**src/verilog/mups_pkg.sv**
```systemverilog
// constants, register map and types of the multi-unit program synchroniser
// What this block does
// RULE1 - flag on while waiting or time remains
// RULE2 - flag off when not waiting, time zero
// RULE3 - flag held off one second after transition
// RULE4 - flag off unless program pattern running
// RULE5 - flag off while group-one wait disabled
// RULE6 - wait input from configured relay code, off disables
// RULE7 - output code 4261 drives transition flag
// RULE8 - any unit waiting forces wait, no advance
// RULE9 - advance only when all flags off
// RULE10 - both modes use group-one wait parameters
// RULE11 - operator sets segments at least five seconds
// RULE12 - operator normally uses continue junction type
// RULE13 - hold input selectable, code 4190 drives wait flag
// RULE14 - any unit waiting forces hold
// RULE15 - hold released when all wait flags off
// RULE16 - program start delayed about five seconds
// RULE17 - flags wired-OR onto every unit's input
// RULE18 - sample input and update flags per tick
package mups_pkg;
    localparam int CODE_W = 13;
    localparam int DI_N = 13;
    localparam int DO_N = 7;
    // relay and function codes
    localparam logic [12:0] CODE_OFF = 13'h0000;
    localparam logic [12:0] CODE_STD_FIRST = 13'd5025;
    localparam logic [12:0] CODE_STD_LAST = 13'd5027;
    localparam logic [12:0] CODE_E1_FIRST = 13'd5041;
    localparam logic [12:0] CODE_E1_LAST = 13'd5045;
    localparam logic [12:0] CODE_E4_FIRST = 13'd5089;
    localparam logic [12:0] CODE_E4_LAST = 13'd5093;
    localparam logic [3:0] IDX_E1_BASE = 4'h3;
    localparam logic [3:0] IDX_E4_BASE = 4'h8;
    localparam logic [12:0] FN_SEG_FLAG = 13'd4261;
    localparam logic [12:0] FN_WAIT_FLAG = 13'd4190;
    // timing in whole seconds, one tick per second
    localparam int TICK_S = 1;
    localparam int START_DELAY_S = 5;
    localparam int BLANK_S = 1;
    localparam logic [2:0] START_TICKS = 3'(START_DELAY_S / TICK_S);
    localparam logic [2:0] BLANK_TICKS = 3'(BLANK_S / TICK_S);
    // register byte offsets
    localparam logic [7:0] OFS_CTRL = 8'h00;
    localparam logic [7:0] OFS_WAIT_SEL = 8'h04;
    localparam logic [7:0] OFS_HOLD_SEL = 8'h08;
    localparam logic [7:0] OFS_WZONE = 8'h0c;
    localparam logic [7:0] OFS_STATUS = 8'h10;
    localparam logic [7:0] OFS_OUTFN0 = 8'h20;
    localparam logic [7:0] OFS_OUTFN_LAST = 8'h38;
    // field positions
    localparam int CTRL_WAIT_EN = 0;
    localparam int WZ_UP_LSB = 16;
    localparam int ST_SEG_FLAG = 0;
    localparam int ST_WAIT_FLAG = 1;
    localparam int ST_FORCE_WAIT = 2;
    localparam int ST_FORCE_HOLD = 3;
    localparam int ST_STARTED = 4;
    localparam int ST_BLANK = 5;
    localparam int ST_ADVANCE = 6;
    // reset values and ahb nonseq transfer type
    localparam logic RST_WAIT_EN = 1'b0;
    localparam logic [15:0] RST_WZ = 16'h0000;
    localparam logic [1:0] HTRANS_NONSEQ = 2'b10;

    typedef struct packed {
        logic running;     // program pattern operation in progress
        logic remain_zero; // current segment remaining time is zero
        logic seg_wait;    // waiting at segment boundary, out of wait zone
        logic wait_flag;   // wait-in-interval flag of this unit
    } mups_seq_s;

    typedef struct packed {
        logic valid;
        logic [3:0] idx;
    } mups_disel_s;
endpackage

```
**src/verilog/mups_sync.sv**
```systemverilog
// multi-unit program synchroniser with ahb-lite register slave
//
// Chosen here: the AHB-Lite slave port and the register offsets.
module mups_sync (
    input wire logic CLK,                      // system clock, 100 MHz
    input wire logic RST,                      // async reset, active high
    input wire logic HSEL,                     // ahb slave select
    input wire logic [31:0] HADDR,             // ahb address
    input wire logic [1:0] HTRANS,             // ahb transfer type
    input wire logic HWRITE,                   // ahb write
    input wire logic [2:0] HSIZE,              // ahb size, word only
    input wire logic [31:0] HWDATA,            // ahb write data
    input wire logic HREADY,                   // ahb bus ready
    output logic [31:0] HRDATA,                // ahb read data
    output logic HREADYOUT,                    // ahb slave ready
    output logic HRESP,                        // ahb response, always okay
    input wire logic TICK,                     // one-second control tick pulse
    input wire mups_pkg::mups_seq_s SEQ,       // sequencer status
    input wire logic [12:0] DI,                // contact inputs, std, e1, e4
    output logic [6:0] CONTACT_OUT,            // alarm, relay and digital outputs
    output logic SEG_ADVANCE,                  // one-clock segment advance grant
    output logic FORCE_WAIT,                   // forced wait to sequencer
    output logic FORCE_HOLD,                   // forced hold to sequencer
    output logic RUN_PERMIT,                   // program may start
    output logic WAIT_ENABLE,                  // group-one wait enable
    output logic [15:0] WAIT_ZONE_UP,          // group-one wait zone upper
    output logic [15:0] WAIT_ZONE_LO           // group-one wait zone lower
);
    typedef struct packed {
        logic ready;
        logic wr;
        logic [7:0] addr;
        logic [31:0] rdata;
        logic wait_en;
        logic [12:0] wait_sel;
        logic [12:0] hold_sel;
        logic [15:0] wz_up;
        logic [15:0] wz_lo;
        logic [6:0][12:0] outfn;
        logic [12:0] di;
        logic [2:0] start_cnt;
        logic started;
        logic [2:0] blank_cnt;
        logic seg_flag;
        logic wait_flag;
        logic force_wait;
        logic force_hold;
        logic advance;
        logic [6:0] cout;
    } mups_state_s;

    mups_state_s s_q;
    mups_state_s s_d;

    // relay code to contact input index
    function automatic mups_pkg::mups_disel_s di_decode(input logic [12:0] code);
        mups_pkg::mups_disel_s r;
        r.valid = 1'b0;
        r.idx = 4'h0;
        if (code >= mups_pkg::CODE_STD_FIRST && code <= mups_pkg::CODE_STD_LAST) begin
            r.valid = 1'b1;
            r.idx = 4'(code - mups_pkg::CODE_STD_FIRST);
        end else if (code >= mups_pkg::CODE_E1_FIRST && code <= mups_pkg::CODE_E1_LAST) begin
            r.valid = 1'b1;
            r.idx = 4'(code - mups_pkg::CODE_E1_FIRST) + mups_pkg::IDX_E1_BASE;
        end else if (code >= mups_pkg::CODE_E4_FIRST && code <= mups_pkg::CODE_E4_LAST) begin
            r.valid = 1'b1;
            r.idx = 4'(code - mups_pkg::CODE_E4_FIRST) + mups_pkg::IDX_E4_BASE;
        end
        return r;
    endfunction

    // register read view of a state
    function automatic logic [31:0] reg_read(input mups_state_s s, input logic [7:0] a);
        logic [31:0] r;
        r = 32'h0000_0000;
        if (a == mups_pkg::OFS_CTRL) begin
            r[mups_pkg::CTRL_WAIT_EN] = s.wait_en;
        end else if (a == mups_pkg::OFS_WAIT_SEL) begin
            r[12:0] = s.wait_sel;
        end else if (a == mups_pkg::OFS_HOLD_SEL) begin
            r[12:0] = s.hold_sel;
        end else if (a == mups_pkg::OFS_WZONE) begin
            r = {s.wz_up, s.wz_lo};
        end else if (a == mups_pkg::OFS_STATUS) begin
            r[mups_pkg::ST_SEG_FLAG] = s.seg_flag;
            r[mups_pkg::ST_WAIT_FLAG] = s.wait_flag;
            r[mups_pkg::ST_FORCE_WAIT] = s.force_wait;
            r[mups_pkg::ST_FORCE_HOLD] = s.force_hold;
            r[mups_pkg::ST_STARTED] = s.started;
            r[mups_pkg::ST_BLANK] = (s.blank_cnt != 3'h0);
            r[mups_pkg::ST_ADVANCE] = s.advance;
        end else if (a >= mups_pkg::OFS_OUTFN0 && a <= mups_pkg::OFS_OUTFN_LAST
                     && a[1:0] == 2'b00) begin
            r[12:0] = s.outfn[3'((a - mups_pkg::OFS_OUTFN0) >> 2)];
        end
        return r;
    endfunction

    mups_pkg::mups_disel_s wsel;
    mups_pkg::mups_disel_s hsel;
    logic active;
    logic wait_in;
    logic hold_in;
    logic adv_now;

    always_comb begin
        s_d = s_q;
        s_d.ready = 1'b1;
        s_d.advance = 1'b0;
        // write data phase
        if (s_q.wr) begin
            if (s_q.addr == mups_pkg::OFS_CTRL) begin
                s_d.wait_en = HWDATA[mups_pkg::CTRL_WAIT_EN];
            end else if (s_q.addr == mups_pkg::OFS_WAIT_SEL) begin
                s_d.wait_sel = HWDATA[12:0];
            end else if (s_q.addr == mups_pkg::OFS_HOLD_SEL) begin
                s_d.hold_sel = HWDATA[12:0];
            end else if (s_q.addr == mups_pkg::OFS_WZONE) begin
                s_d.wz_up = HWDATA[31:mups_pkg::WZ_UP_LSB];
                s_d.wz_lo = HWDATA[15:0];
            end else if (s_q.addr >= mups_pkg::OFS_OUTFN0
                         && s_q.addr <= mups_pkg::OFS_OUTFN_LAST
                         && s_q.addr[1:0] == 2'b00) begin
                s_d.outfn[3'((s_q.addr - mups_pkg::OFS_OUTFN0) >> 2)] = HWDATA[12:0];
            end
        end
        // per-tick synchronisation
        wsel = di_decode(s_q.wait_sel); // RULE6
        hsel = di_decode(s_q.hold_sel); // RULE13
        active = SEQ.running && s_q.started;
        wait_in = wsel.valid && DI[wsel.idx]; // RULE17
        hold_in = hsel.valid && DI[hsel.idx]; // RULE17
        adv_now = 1'b0;
        if (TICK) begin // RULE18
            s_d.di = DI;
            if (!s_q.started) begin
                if (s_q.start_cnt + 3'h1 >= mups_pkg::START_TICKS) begin // RULE16
                    s_d.started = 1'b1;
                end
                s_d.start_cnt = s_q.start_cnt + 3'h1;
            end
            if (s_q.blank_cnt != 3'h0) begin
                s_d.blank_cnt = s_q.blank_cnt - 3'h1;
            end
            // advance only when the wired-or of all flags is low
            if (active && SEQ.remain_zero && !SEQ.seg_wait && !wait_in) begin // RULE9
                adv_now = 1'b1;
            end
            s_d.advance = adv_now;
            if (adv_now) begin
                s_d.blank_cnt = mups_pkg::BLANK_TICKS; // RULE3
            end
            // flag off when idle, disabled or blanking
            s_d.seg_flag = active && s_q.wait_en && !adv_now // RULE4 RULE5 RULE10
                && s_q.blank_cnt == 3'h0 // RULE3
                && (SEQ.seg_wait || !SEQ.remain_zero); // RULE1 RULE2
            s_d.force_wait = active && wait_in; // RULE8
            s_d.force_hold = active && hold_in; // RULE14 RULE15
            s_d.wait_flag = active && s_q.wait_en && SEQ.wait_flag; // RULE10
        end
        for (int i = 0; i < mups_pkg::DO_N; i++) begin
            if (s_d.outfn[i] == mups_pkg::FN_SEG_FLAG) begin
                s_d.cout[i] = s_d.seg_flag; // RULE7
            end else if (s_d.outfn[i] == mups_pkg::FN_WAIT_FLAG) begin
                s_d.cout[i] = s_d.wait_flag; // RULE13
            end else begin
                s_d.cout[i] = 1'b0;
            end
        end
        // address phase
        s_d.wr = 1'b0;
        if (HSEL && HREADY && HTRANS == mups_pkg::HTRANS_NONSEQ) begin
            s_d.addr = HADDR[7:0];
            s_d.wr = HWRITE;
            if (!HWRITE) begin
                s_d.rdata = reg_read(s_d, HADDR[7:0]);
            end
        end
    end

    always_ff @(posedge CLK or posedge RST) begin
        if (RST) begin
            s_q <= '0;
            s_q.wait_en <= mups_pkg::RST_WAIT_EN;
            s_q.wz_up <= mups_pkg::RST_WZ;
            s_q.wz_lo <= mups_pkg::RST_WZ;
        end else begin
            s_q <= s_d;
        end
    end

    assign HRDATA = s_q.rdata;
    assign HREADYOUT = s_q.ready;
    assign HRESP = 1'b0;
    assign CONTACT_OUT = s_q.cout;
    assign SEG_ADVANCE = s_q.advance;
    assign FORCE_WAIT = s_q.force_wait;
    assign FORCE_HOLD = s_q.force_hold;
    assign RUN_PERMIT = s_q.started;
    assign WAIT_ENABLE = s_q.wait_en;
    assign WAIT_ZONE_UP = s_q.wz_up;
    assign WAIT_ZONE_LO = s_q.wz_lo;

    property p_idle_flag_off;
        @(posedge CLK) disable iff (RST)
        TICK && !SEQ.running |=> !s_q.seg_flag && !FORCE_WAIT && !FORCE_HOLD;
    endproperty
    a_idle_flag_off: assert property (p_idle_flag_off) // RULE4
        else $error("transition flag set while not running");

    property p_disabled_flag_off;
        @(posedge CLK) disable iff (RST)
        TICK && !s_q.wait_en |=> !s_q.seg_flag;
    endproperty
    a_disabled_flag_off: assert property (p_disabled_flag_off) // RULE5
        else $error("transition flag set while wait disabled");

    property p_flag_on;
        @(posedge CLK) disable iff (RST)
        TICK && active && s_q.wait_en && s_q.blank_cnt == 3'h0 && !SEQ.remain_zero
        |=> s_q.seg_flag;
    endproperty
    a_flag_on: assert property (p_flag_on) // RULE1
        else $error("transition flag not set with time remaining");

    property p_flag_off_zero;
        @(posedge CLK) disable iff (RST)
        TICK && SEQ.remain_zero && !SEQ.seg_wait |=> !s_q.seg_flag;
    endproperty
    a_flag_off_zero: assert property (p_flag_off_zero) // RULE2
        else $error("transition flag set with zero remaining time");

    property p_blank_after_advance;
        @(posedge CLK) disable iff (RST)
        SEG_ADVANCE |-> !s_q.seg_flag && s_q.blank_cnt != 3'h0;
    endproperty
    a_blank_after_advance: assert property (p_blank_after_advance) // RULE3
        else $error("transition flag not held off after advance");

    property p_blank_hold;
        @(posedge CLK) disable iff (RST)
        TICK && s_q.blank_cnt != 3'h0 |=> !s_q.seg_flag;
    endproperty
    a_blank_hold: assert property (p_blank_hold) // RULE3
        else $error("transition flag raised within blank second");

    property p_out_code;
        @(posedge CLK) disable iff (RST)
        s_q.outfn[2] == mups_pkg::FN_SEG_FLAG |-> CONTACT_OUT[2] == s_q.seg_flag;
    endproperty
    a_out_code: assert property (p_out_code) // RULE7
        else $error("contact output does not follow transition flag");

    property p_forced_wait;
        @(posedge CLK) disable iff (RST)
        TICK && active && wait_in |=> FORCE_WAIT && !SEG_ADVANCE;
    endproperty
    a_forced_wait: assert property (p_forced_wait) // RULE8
        else $error("peer wait did not force wait");

    property p_advance_clear;
        @(posedge CLK) disable iff (RST)
        SEG_ADVANCE |-> !FORCE_WAIT && $past(TICK) && !$past(wait_in);
    endproperty
    a_advance_clear: assert property (p_advance_clear) // RULE9
        else $error("advance granted while a flag was set");

    property p_forced_hold;
        @(posedge CLK) disable iff (RST)
        TICK && active && hsel.valid |=> FORCE_HOLD == $past(hold_in);
    endproperty
    a_forced_hold: assert property (p_forced_hold) // RULE14 RULE15
        else $error("hold does not follow peer wait");

    property p_start_delay;
        @(posedge CLK) disable iff (RST)
        !RUN_PERMIT |-> s_q.start_cnt < mups_pkg::START_TICKS && !SEG_ADVANCE;
    endproperty
    a_start_delay: assert property (p_start_delay) // RULE16
        else $error("program permitted before start delay");
endmodule

```
**config.mk**
```make
export PLATFORM = sky130hd
export DESIGN_NAME = mups_sync
export DESIGN_NICKNAME = d
export VERILOG_FILES = /design/src/verilog/mups_pkg.sv /design/src/verilog/mups_sync.sv
export SDC_FILE = /design/constraint.sdc
export NUM_CORES = 1
export LEC_CHECK = 0
export ABC_AREA = 0
export BUFFER_PORTS_ARGS = -buffer_cell sky130_fd_sc_hd__buf_2
export CAP_MARGIN = 20
export CORE_MARGIN = 10
export CORE_UTILIZATION = 25
export DETAILED_ROUTE_END_ITERATION = 10
export SYNTH_ARGS = -nofsm -noshare
export SYNTH_HDL_FRONTEND = slang
export SYNTH_SLANG_ARGS = --single-unit
```
**constraint.sdc**
```tcl
create_clock -name CLK -period 16.9 [get_ports CLK]
set_input_delay 3.38 -clock CLK [delete_from_list [all_inputs] [get_ports CLK]]
set_output_delay 3.38 -clock CLK [all_outputs]
set_load 0.02 [all_outputs]
```
==> impl_metrics.py, run 1 <==
metrics = {
    "sta": {
        "rsz0062_at_grt": "no",
        "fin_crit_ps": 5710,
        "relSlewSlack_pct": 32.4,
        "tns_ps": 0,
        "fin_ws_ps": 11190,
        "max_slew.worst_pin.slew_ps": 1010,
        "hold_viol": 0,
        "setup_violations": 0,
        "report.final.slew_viol_count": 0,
        "finalClockSkew_ps": 30.2,
        "fmax_mhz": 175,
        "finalCritPeriodShare_pct": 33.8,
    },
    "finish": {
        "post-route-util_pct": 28.5,
        "area_growth_pct": 13.3,
        "nets": 1242,
        "drive_gt1_share_pct": 28.4,
    },
    "logic_synthesis": {
        "synth_top_area_cell": "dfrtp_1",
        "synth-seq-cells": 211,
        "synth-async-reset-ratio_pct": 100,
        "synth.most_common_cell": "dfrtp_1",
        "synthesis.area_mm2": 0.0117,
        "synthCells": 1082,
        "ys.warnings.count": 0,
        "synthesis.area_per_instance_um2": 10.8,
        "synth_edf_count": 0,
        "ys_top_cells_by_area": "dfrtp_1 45%, mux2_2 9.4%, mux2i_1 6.0%",
        "synth.distinct_cells": 87,
        "synth_common_cells": "211 x dfrtp_1, 97 x mux2_2, 80 x inv_1, 74 x buf_4, 70 x mux2i_1",
        "synthFlopType": "dfrtp_1",
        "yosysTopAreaCellShare_pct": 45.3,
        "seq_area_frac_synth_pct": 45.3,
        "syn_nets": 1194,
    },
    "place": {
        "dp_hpwl_um": 25700,
        "portBuffers": 141,
        "pre_cts_ws_ps": 10610,
        "gp_congestion": 0.893,
    },
    "grt": {
        "antenna_found_initial": 8,
        "globalRouteMet3Util_pct": 3.02,
        "grt_pass1_vias": 8691,
        "grt_busiest_layer": "met2",
        "grt_overflow_total": 0,
        "grtUsageMet2_pct": 19.7,
        "grtUsageMet1_pct": 15.3,
        "grt_pass1_wl_um": 53300,
        "grt.total_usage_pct": 12.0,
        "grt_max_degree": 132,
    },
    "run_status": {
        "outcome": "complete, no violations",
    },
    "routing": {
        "dr.pass1.iters": 6,
        "viasPerCell": 4.90,
        "vias": 8627,
        "wl_per_cell_um": 19.7,
        "drc": 0,
        "drt_wl_total_um": 34700,
        "final_antenna_net_count": 0,
        "drtIter0Drc": 677,
    },
    "cts": {
        "postCtsSetupRepairBufs": 0,
        "clock-sinks": 211,
        "cts-root-to-sink-buffers": 3,
        "cts_tree": "done",
        "root_buffer": "clkbuf_16",
        "ctsHoldBuffers": 0,
        "clkTransAtPathRegs_ps": 60,
        "h-tree-depth": 1,
        "clock_latency_ps": 540,
        "cts_inserted_buffers": 25,
        "cts-resized-gates": 0,
    },
    "worst_hold_path": {
        "hp-class": "reg2reg",
        "hold_depth": 2,
        "holdPathEnd": "HRDATA[9]",
        "hp-start": "HRDATA[9]",
    },
    "die": {
        "die-area_mm2": 0.0557,
        "initial_utilization_pct": 25.2,
        "die_x_um": 236,
        "die_y_um": 236,
        "io_pins": 170,
        "num_rows": 79,
        "core_area_mm2": 0.0464,
    },
    "setup_path": {
        "crit_required_ps": 17320,
        "crit_path_start_kind": "input pin",
        "reg2reg_from": "s_q[169]",
        "cp.arrival_ps": 6140,
        "reg2reg_slack_ps": 13170,
        "r2r-end": "HRDATA[6]",
        "crit_type": "in2reg",
        "rr_worst_depth": 12,
        "crit_fanout": 6,
        "crit_path_start": "HADDR[0]",
        "cp-end-kind": "flip-flop",
    },
    "power": {
        "pwr_density_cell_mw_per_mm2": 91.3,
        "p_leak_nw": 6.45,
        "peakVddDrop_v": 0.0000487,
    },
    "run": {
        "max-cap-violations": 0,
    },
}
## cells in the final DEF, fill, tap and decap left out, types with 5 or more instances in the layout
cell type,n
a211oi_1,5
a21oi_1,29
a22o_1,30
a22oi_1,5
a31oi_1,15
and3_1,7
buf_2,141
buf_4,11
clkbuf_1,9
clkbuf_16,25
clkbuf_8,5
dfrtp_1,211
ha_1,20
inv_1,79
mux2_2,97
mux2i_1,70
mux4_2,13
nand2_1,62
nand2b_1,15
nand3_1,15
nand4_1,17
nor2_1,36
nor2b_1,6
nor3_1,22
nor4_1,19
o211ai_1,11
o21a_1,8
o21ai_0,36
o221ai_1,12
o22ai_1,5
o31ai_1,7
## state kept, by name, summed over array words and instances (netlist names)
signal,count
WAIT_ZONE_UP,16
RUN_PERMIT,1
WAIT_ENABLE,1
FORCE_HOLD,1
FORCE_WAIT,1
HREADYOUT,1
HRDATA,32
SEG_ADVANCE,1
WAIT_ZONE_LO,16
s_q,134
CONTACT_OUT,7
## stage by stage
stage / power (mW) / cell area [µm²] / cells / hold WS [ps]
6_report: 1.21 / 13200 / 1759 / 483
5_1_grt: 1.26 / 13200 / 1757 / 519
4_1_cts: 1.22 / 13200 / 1755 / 483
3_5_place_dp: 0.700 / 12400 / 1709 / 469
3_3_place_gp: 0.696 / 12400 / 1709 / 469
2_1_floorplan: 0.657 / 11700 / 1082 / 450
## critical path, stage by stage
cell and delay (ps):
buf_2 100, nor4_1 650, nor2b_1 430, nor2b_1 320, nand2_1 200, nor2_1 430
nand2_1 100, nand3_1 100, a31o_2 120, a31oi_1 60, o31ai_1 250
## layout make-up
class	instances	area, µm²
sequential	211	5280
tap	607	759
timing repair buffer	153	816
multi-input combinational	659	5270
fill	4811	33100
clock inverter	7	46.3
inverter	80	308
clock buffer	39	728
antenna	3	7.51
## how the worst max path moves through the flow
stage,endpoint,slack [ps],cells past startpoint
final,HRDATA[4],11190,11
after global placement,HRDATA[4],10640,11
after floorplan,CONTACT_OUT[0],7750,1
after CTS,HRDATA[4],11140,11
after detailed placement,HRDATA[4],10610,11
after global routing,HRDATA[4],10870,11
## power by group
group          switching, mW  internal (mW)
Sequential            0.0215          0.529
Combinational         0.0874         0.0547
Clock                  0.217          0.296
Total                  0.326          0.880
## metal layers
layer  up-vias  routed length, µm
met2       249              16600
met5         -                 63
li1       3944                  -
met3        49               2340
met4        10                696
met1      4375              15000
## cells by family (layout without fill, tap and decap cells)
family / count (synthesis) / count (layout) / synth area share (%)
adder cells (fa/ha/maj): 20 / 20 / 2.15
other: 2 / 5 / 0.0644
flip-flops: 211 / 211 / 45.3
multiplexers: 181 / 181 / 18.1
AND/OR/NAND/NOR: 237 / 237 / 11.0
buffers and inverters: 212 / 279 / 9.66
AO/OA/AOI/OAI: 212 / 212 / 13.3
XOR/XNOR: 7 / 7 / 0.526
Power figures use the tool's default switching activity.
==> run 2, diff against run 1 <==
--- a/config.mk
+++ b/config.mk
@@ -5,7 +5,7 @@
 export SDC_FILE = /design/constraint.sdc
 export NUM_CORES = 1
 export LEC_CHECK = 0
-export ABC_AREA = 0
+export ABC_AREA = 1
 export BUFFER_PORTS_ARGS = -buffer_cell sky130_fd_sc_hd__buf_2
 export CAP_MARGIN = 20
 export CORE_MARGIN = 10
==> constraint.sdc (replaced) <==
create_clock -name CLK -period 4.9 [get_ports CLK]
set_input_delay 0.98 -clock CLK [delete_from_list [all_inputs] [get_ports CLK]]
set_output_delay 0.98 -clock CLK [all_outputs]
set_load 0.02 [all_outputs]
==> run 2 against run 1 <==
Net effect: non-clock buffer count rose by 1; setup slack got worse by 9600 ps; first-iteration DRC count up 46%; die area rose by 0.75%; clock power increased to 3.8 times the previous value; critical path type is now reg2reg.
==> impl_metrics.py, run 2 <==
metrics = {
    "routing": {
        "dr.pass1.iters": 7,
        "drt_wl_total_um": 37000,
        "drc": 0,
        "vias": 10100,
        "wl_per_cell_um": 17.0,
        "drtIter0Drc": 990,
        "final_antenna_net_count": 0,
        "viasPerCell": 4.65,
    },
    "finish": {
        "nets": 1667,
        "post-route-util_pct": 28.8,
        "area_growth_pct": 14.0,
        "stdcell_count": 2181,
        "top_register": "s_q",
        "mostFrequentLayoutCell": "nand2_1",
        "largest_reg_flops": 134,
        "final_cell_mix": "344 x nand2_1, 211 x dfrtp_1, 210 x inv_1",
        "drive_gt1_share_pct": 16.0,
        "final_area_mm2": 0.0134,
    },
    "die": {
        "num_rows": 79,
        "io_pins": 170,
        "die_y_um": 237,
        "core_area_mm2": 0.0466,
        "initial_utilization_pct": 25.3,
        "die-area_mm2": 0.0561,
        "die_x_um": 237,
    },
    "grt": {
        "grt_pass1_vias": 10000,
        "grt_max_degree": 78,
        "grt_pass1_wl_um": 58000,
        "antenna_found_initial": 2,
        "grt.total_usage_pct": 12.8,
        "grt_overflow_total": 0,
    },
    "sta": {
        "max_slew.worst_pin.slew_ps": 889,
        "fin_crit_ps": 3360,
        "hold_slack_ps": 466,
        "fmax_mhz": 298,
        "hold_viol": 0,
        "setup_violations": 0,
        "finalClockSkew_ps": 10.5,
        "tns_ps": 0,
        "relSlewSlack_pct": 40.5,
        "rsz0062_at_grt": "no",
        "report.final.slew_viol_count": 0,
        "finalCritPeriodShare_pct": 68.6,
        "fin_ws_ps": 1540,
    },
    "logic_synthesis": {
        "ys.warnings.count": 0,
        "synthCells": 1491,
        "synth.distinct_cells": 60,
        "synth-async-reset-ratio_pct": 100,
        "synth_edf_count": 0,
        "syn_nets": 1603,
        "synthesis.area_mm2": 0.0118,
        "synth_top_area_cell": "dfrtp_1",
        "synthesis.area_per_instance_um2": 7.89,
        "seq_area_frac_synth_pct": 44.9,
        "synthFlopType": "dfrtp_1",
        "synth.most_common_cell": "nand2_1",
        "ys_top_cells_by_area": "dfrtp_1 45%, nand2_1 11%, o21ai_0 7.0%",
        "yosysTopAreaCellShare_pct": 44.9,
        "synth-seq-cells": 211,
        "synth_common_cells": "344 x nand2_1, 211 x dfrtp_1, 211 x inv_1, 164 x o21ai_0, 80 x nor2_1",
    },
    "cts": {
        "ctsHoldBuffers": 0,
        "cts_inserted_buffers": 25,
        "cts-root-to-sink-buffers": 3,
        "h-tree-depth": 1,
        "postCtsSetupRepairBufs": 0,
        "root_buffer": "clkbuf_16",
        "cts_tree": "done",
        "clock_latency_ps": 530,
        "clkTransAtPathRegs_ps": 60,
        "clock-sinks": 211,
        "cts-resized-gates": 0,
    },
    "setup_path": {
        "crit_path_start_kind": "flip-flop",
        "cp.arrival_ps": 3780,
        "reg2reg_from": "s_q[218]",
        "crit_fanout": 43,
        "crit_type": "reg2reg",
        "crit_required_ps": 5320,
        "cp-end-kind": "flip-flop",
        "crit_path_start": "s_q[218]",
    },
    "worst_hold_path": {
        "hp-start": "s_q[214]",
        "hp-class": "reg2reg",
    },
    "place": {
        "gp_congestion": 0.914,
        "portBuffers": 141,
        "placed_cell_area_mm2": 0.0126,
        "pre_cts_ws_ps": 1300,
        "dp_hpwl_um": 27900,
        "placedCellCount": 2135,
    },
    "power": {
        "peakVddDrop_v": 0.000260,
        "pwr_density_cell_mw_per_mm2": 349,
        "p_leak_nw": 7.33,
        "finalPower_mw": 4.69,
    },
    "run": {
        "max-cap-violations": 0,
    },
    "run_status": {
        "outcome": "complete, no violations",
    },
}
==> run 2: cell count changes in the layout (fill, tap and decap cells not counted), moves of 30 or more <==
cell | previous run | this run
nand2_1 | 62 | 344
mux2i_1 | 70 | 1
nor2_1 | 36 | 80
mux2_2 | 97 | 0
a22o_1 | 30 | 0
inv_1 | 79 | 210
nand3_1 | 15 | 67
o21ai_0 | 36 | 164
==> run 2: routing by layer <==
| layer | track usage [%] | part of all wire [%] |
|---|---|---|
| met1 | 16.9 | 44 |
| met2 | 20.1 | 45 |
| met4 | 4.94 | 3.1 |
| met5 | 0 | 0 |
| met3 | 2.54 | 8.2 |
==> run 2: layout make-up <==
cell class	instances	area [µm²]
clock inverters	5	75.1
repair buffers	154	816
diodes	1	2.50
multi-input cells	944	4870
inverters	219	828
flip-flops and latches	211	5280
fillers	4973	33100
clock buffers	40	782
well taps	607	759
==> run 2: worst max-delay path, stage by stage (launching register included) <==
cell      delay (ps)
dfrtp_1          490
inv_1            120
nand3_1          110
nor2_2            60
nand2_1          100
nor2_2            60
nor2_2           130
nand2_1           60
inv_1             90
nand3_2          630
buf_4            490
o21ai_0          300
o21ai_0          120
nand3b_1         160
nand2_1          100
nand2_1           60
nand2_1           80
nand2_1           50
==> run 2: power breakdown <==
group,total [mW],switching [mW],internal (mW)
Sequential,1.96,0.0850,1.87
Combinational,0.790,0.545,0.245
Clock,1.94,0.747,1.19
==> run 2: kinds of logic after synthesis <==
kind of cell               share of synthesized area, %
muxes                                            0.0851
xor gates and xnor gates                          0.745
and+or+nand+nor                                    23.1
AOI/OAI and AO/OA                                  15.2
other                                            0.0639
DFF                                                44.9
buffers and inverters                              13.7
adders and majority gates                          2.13
==> run 2: worst paths after layout <==
path | cells after the start | slack [ps] | to
worst max-delay path | 17 | 1540 | HRDATA[3]
worst min-delay path | 2 | 470 | s_q[214]
worst max register to register | 17 | 1540 | HRDATA[3]
worst min register to register | 2 | 470 | s_q[214]
max in group asynchronous | 3 | 3180 | s_q[47]
min in group asynchronous | 2 | 620 | HRDATA[23]
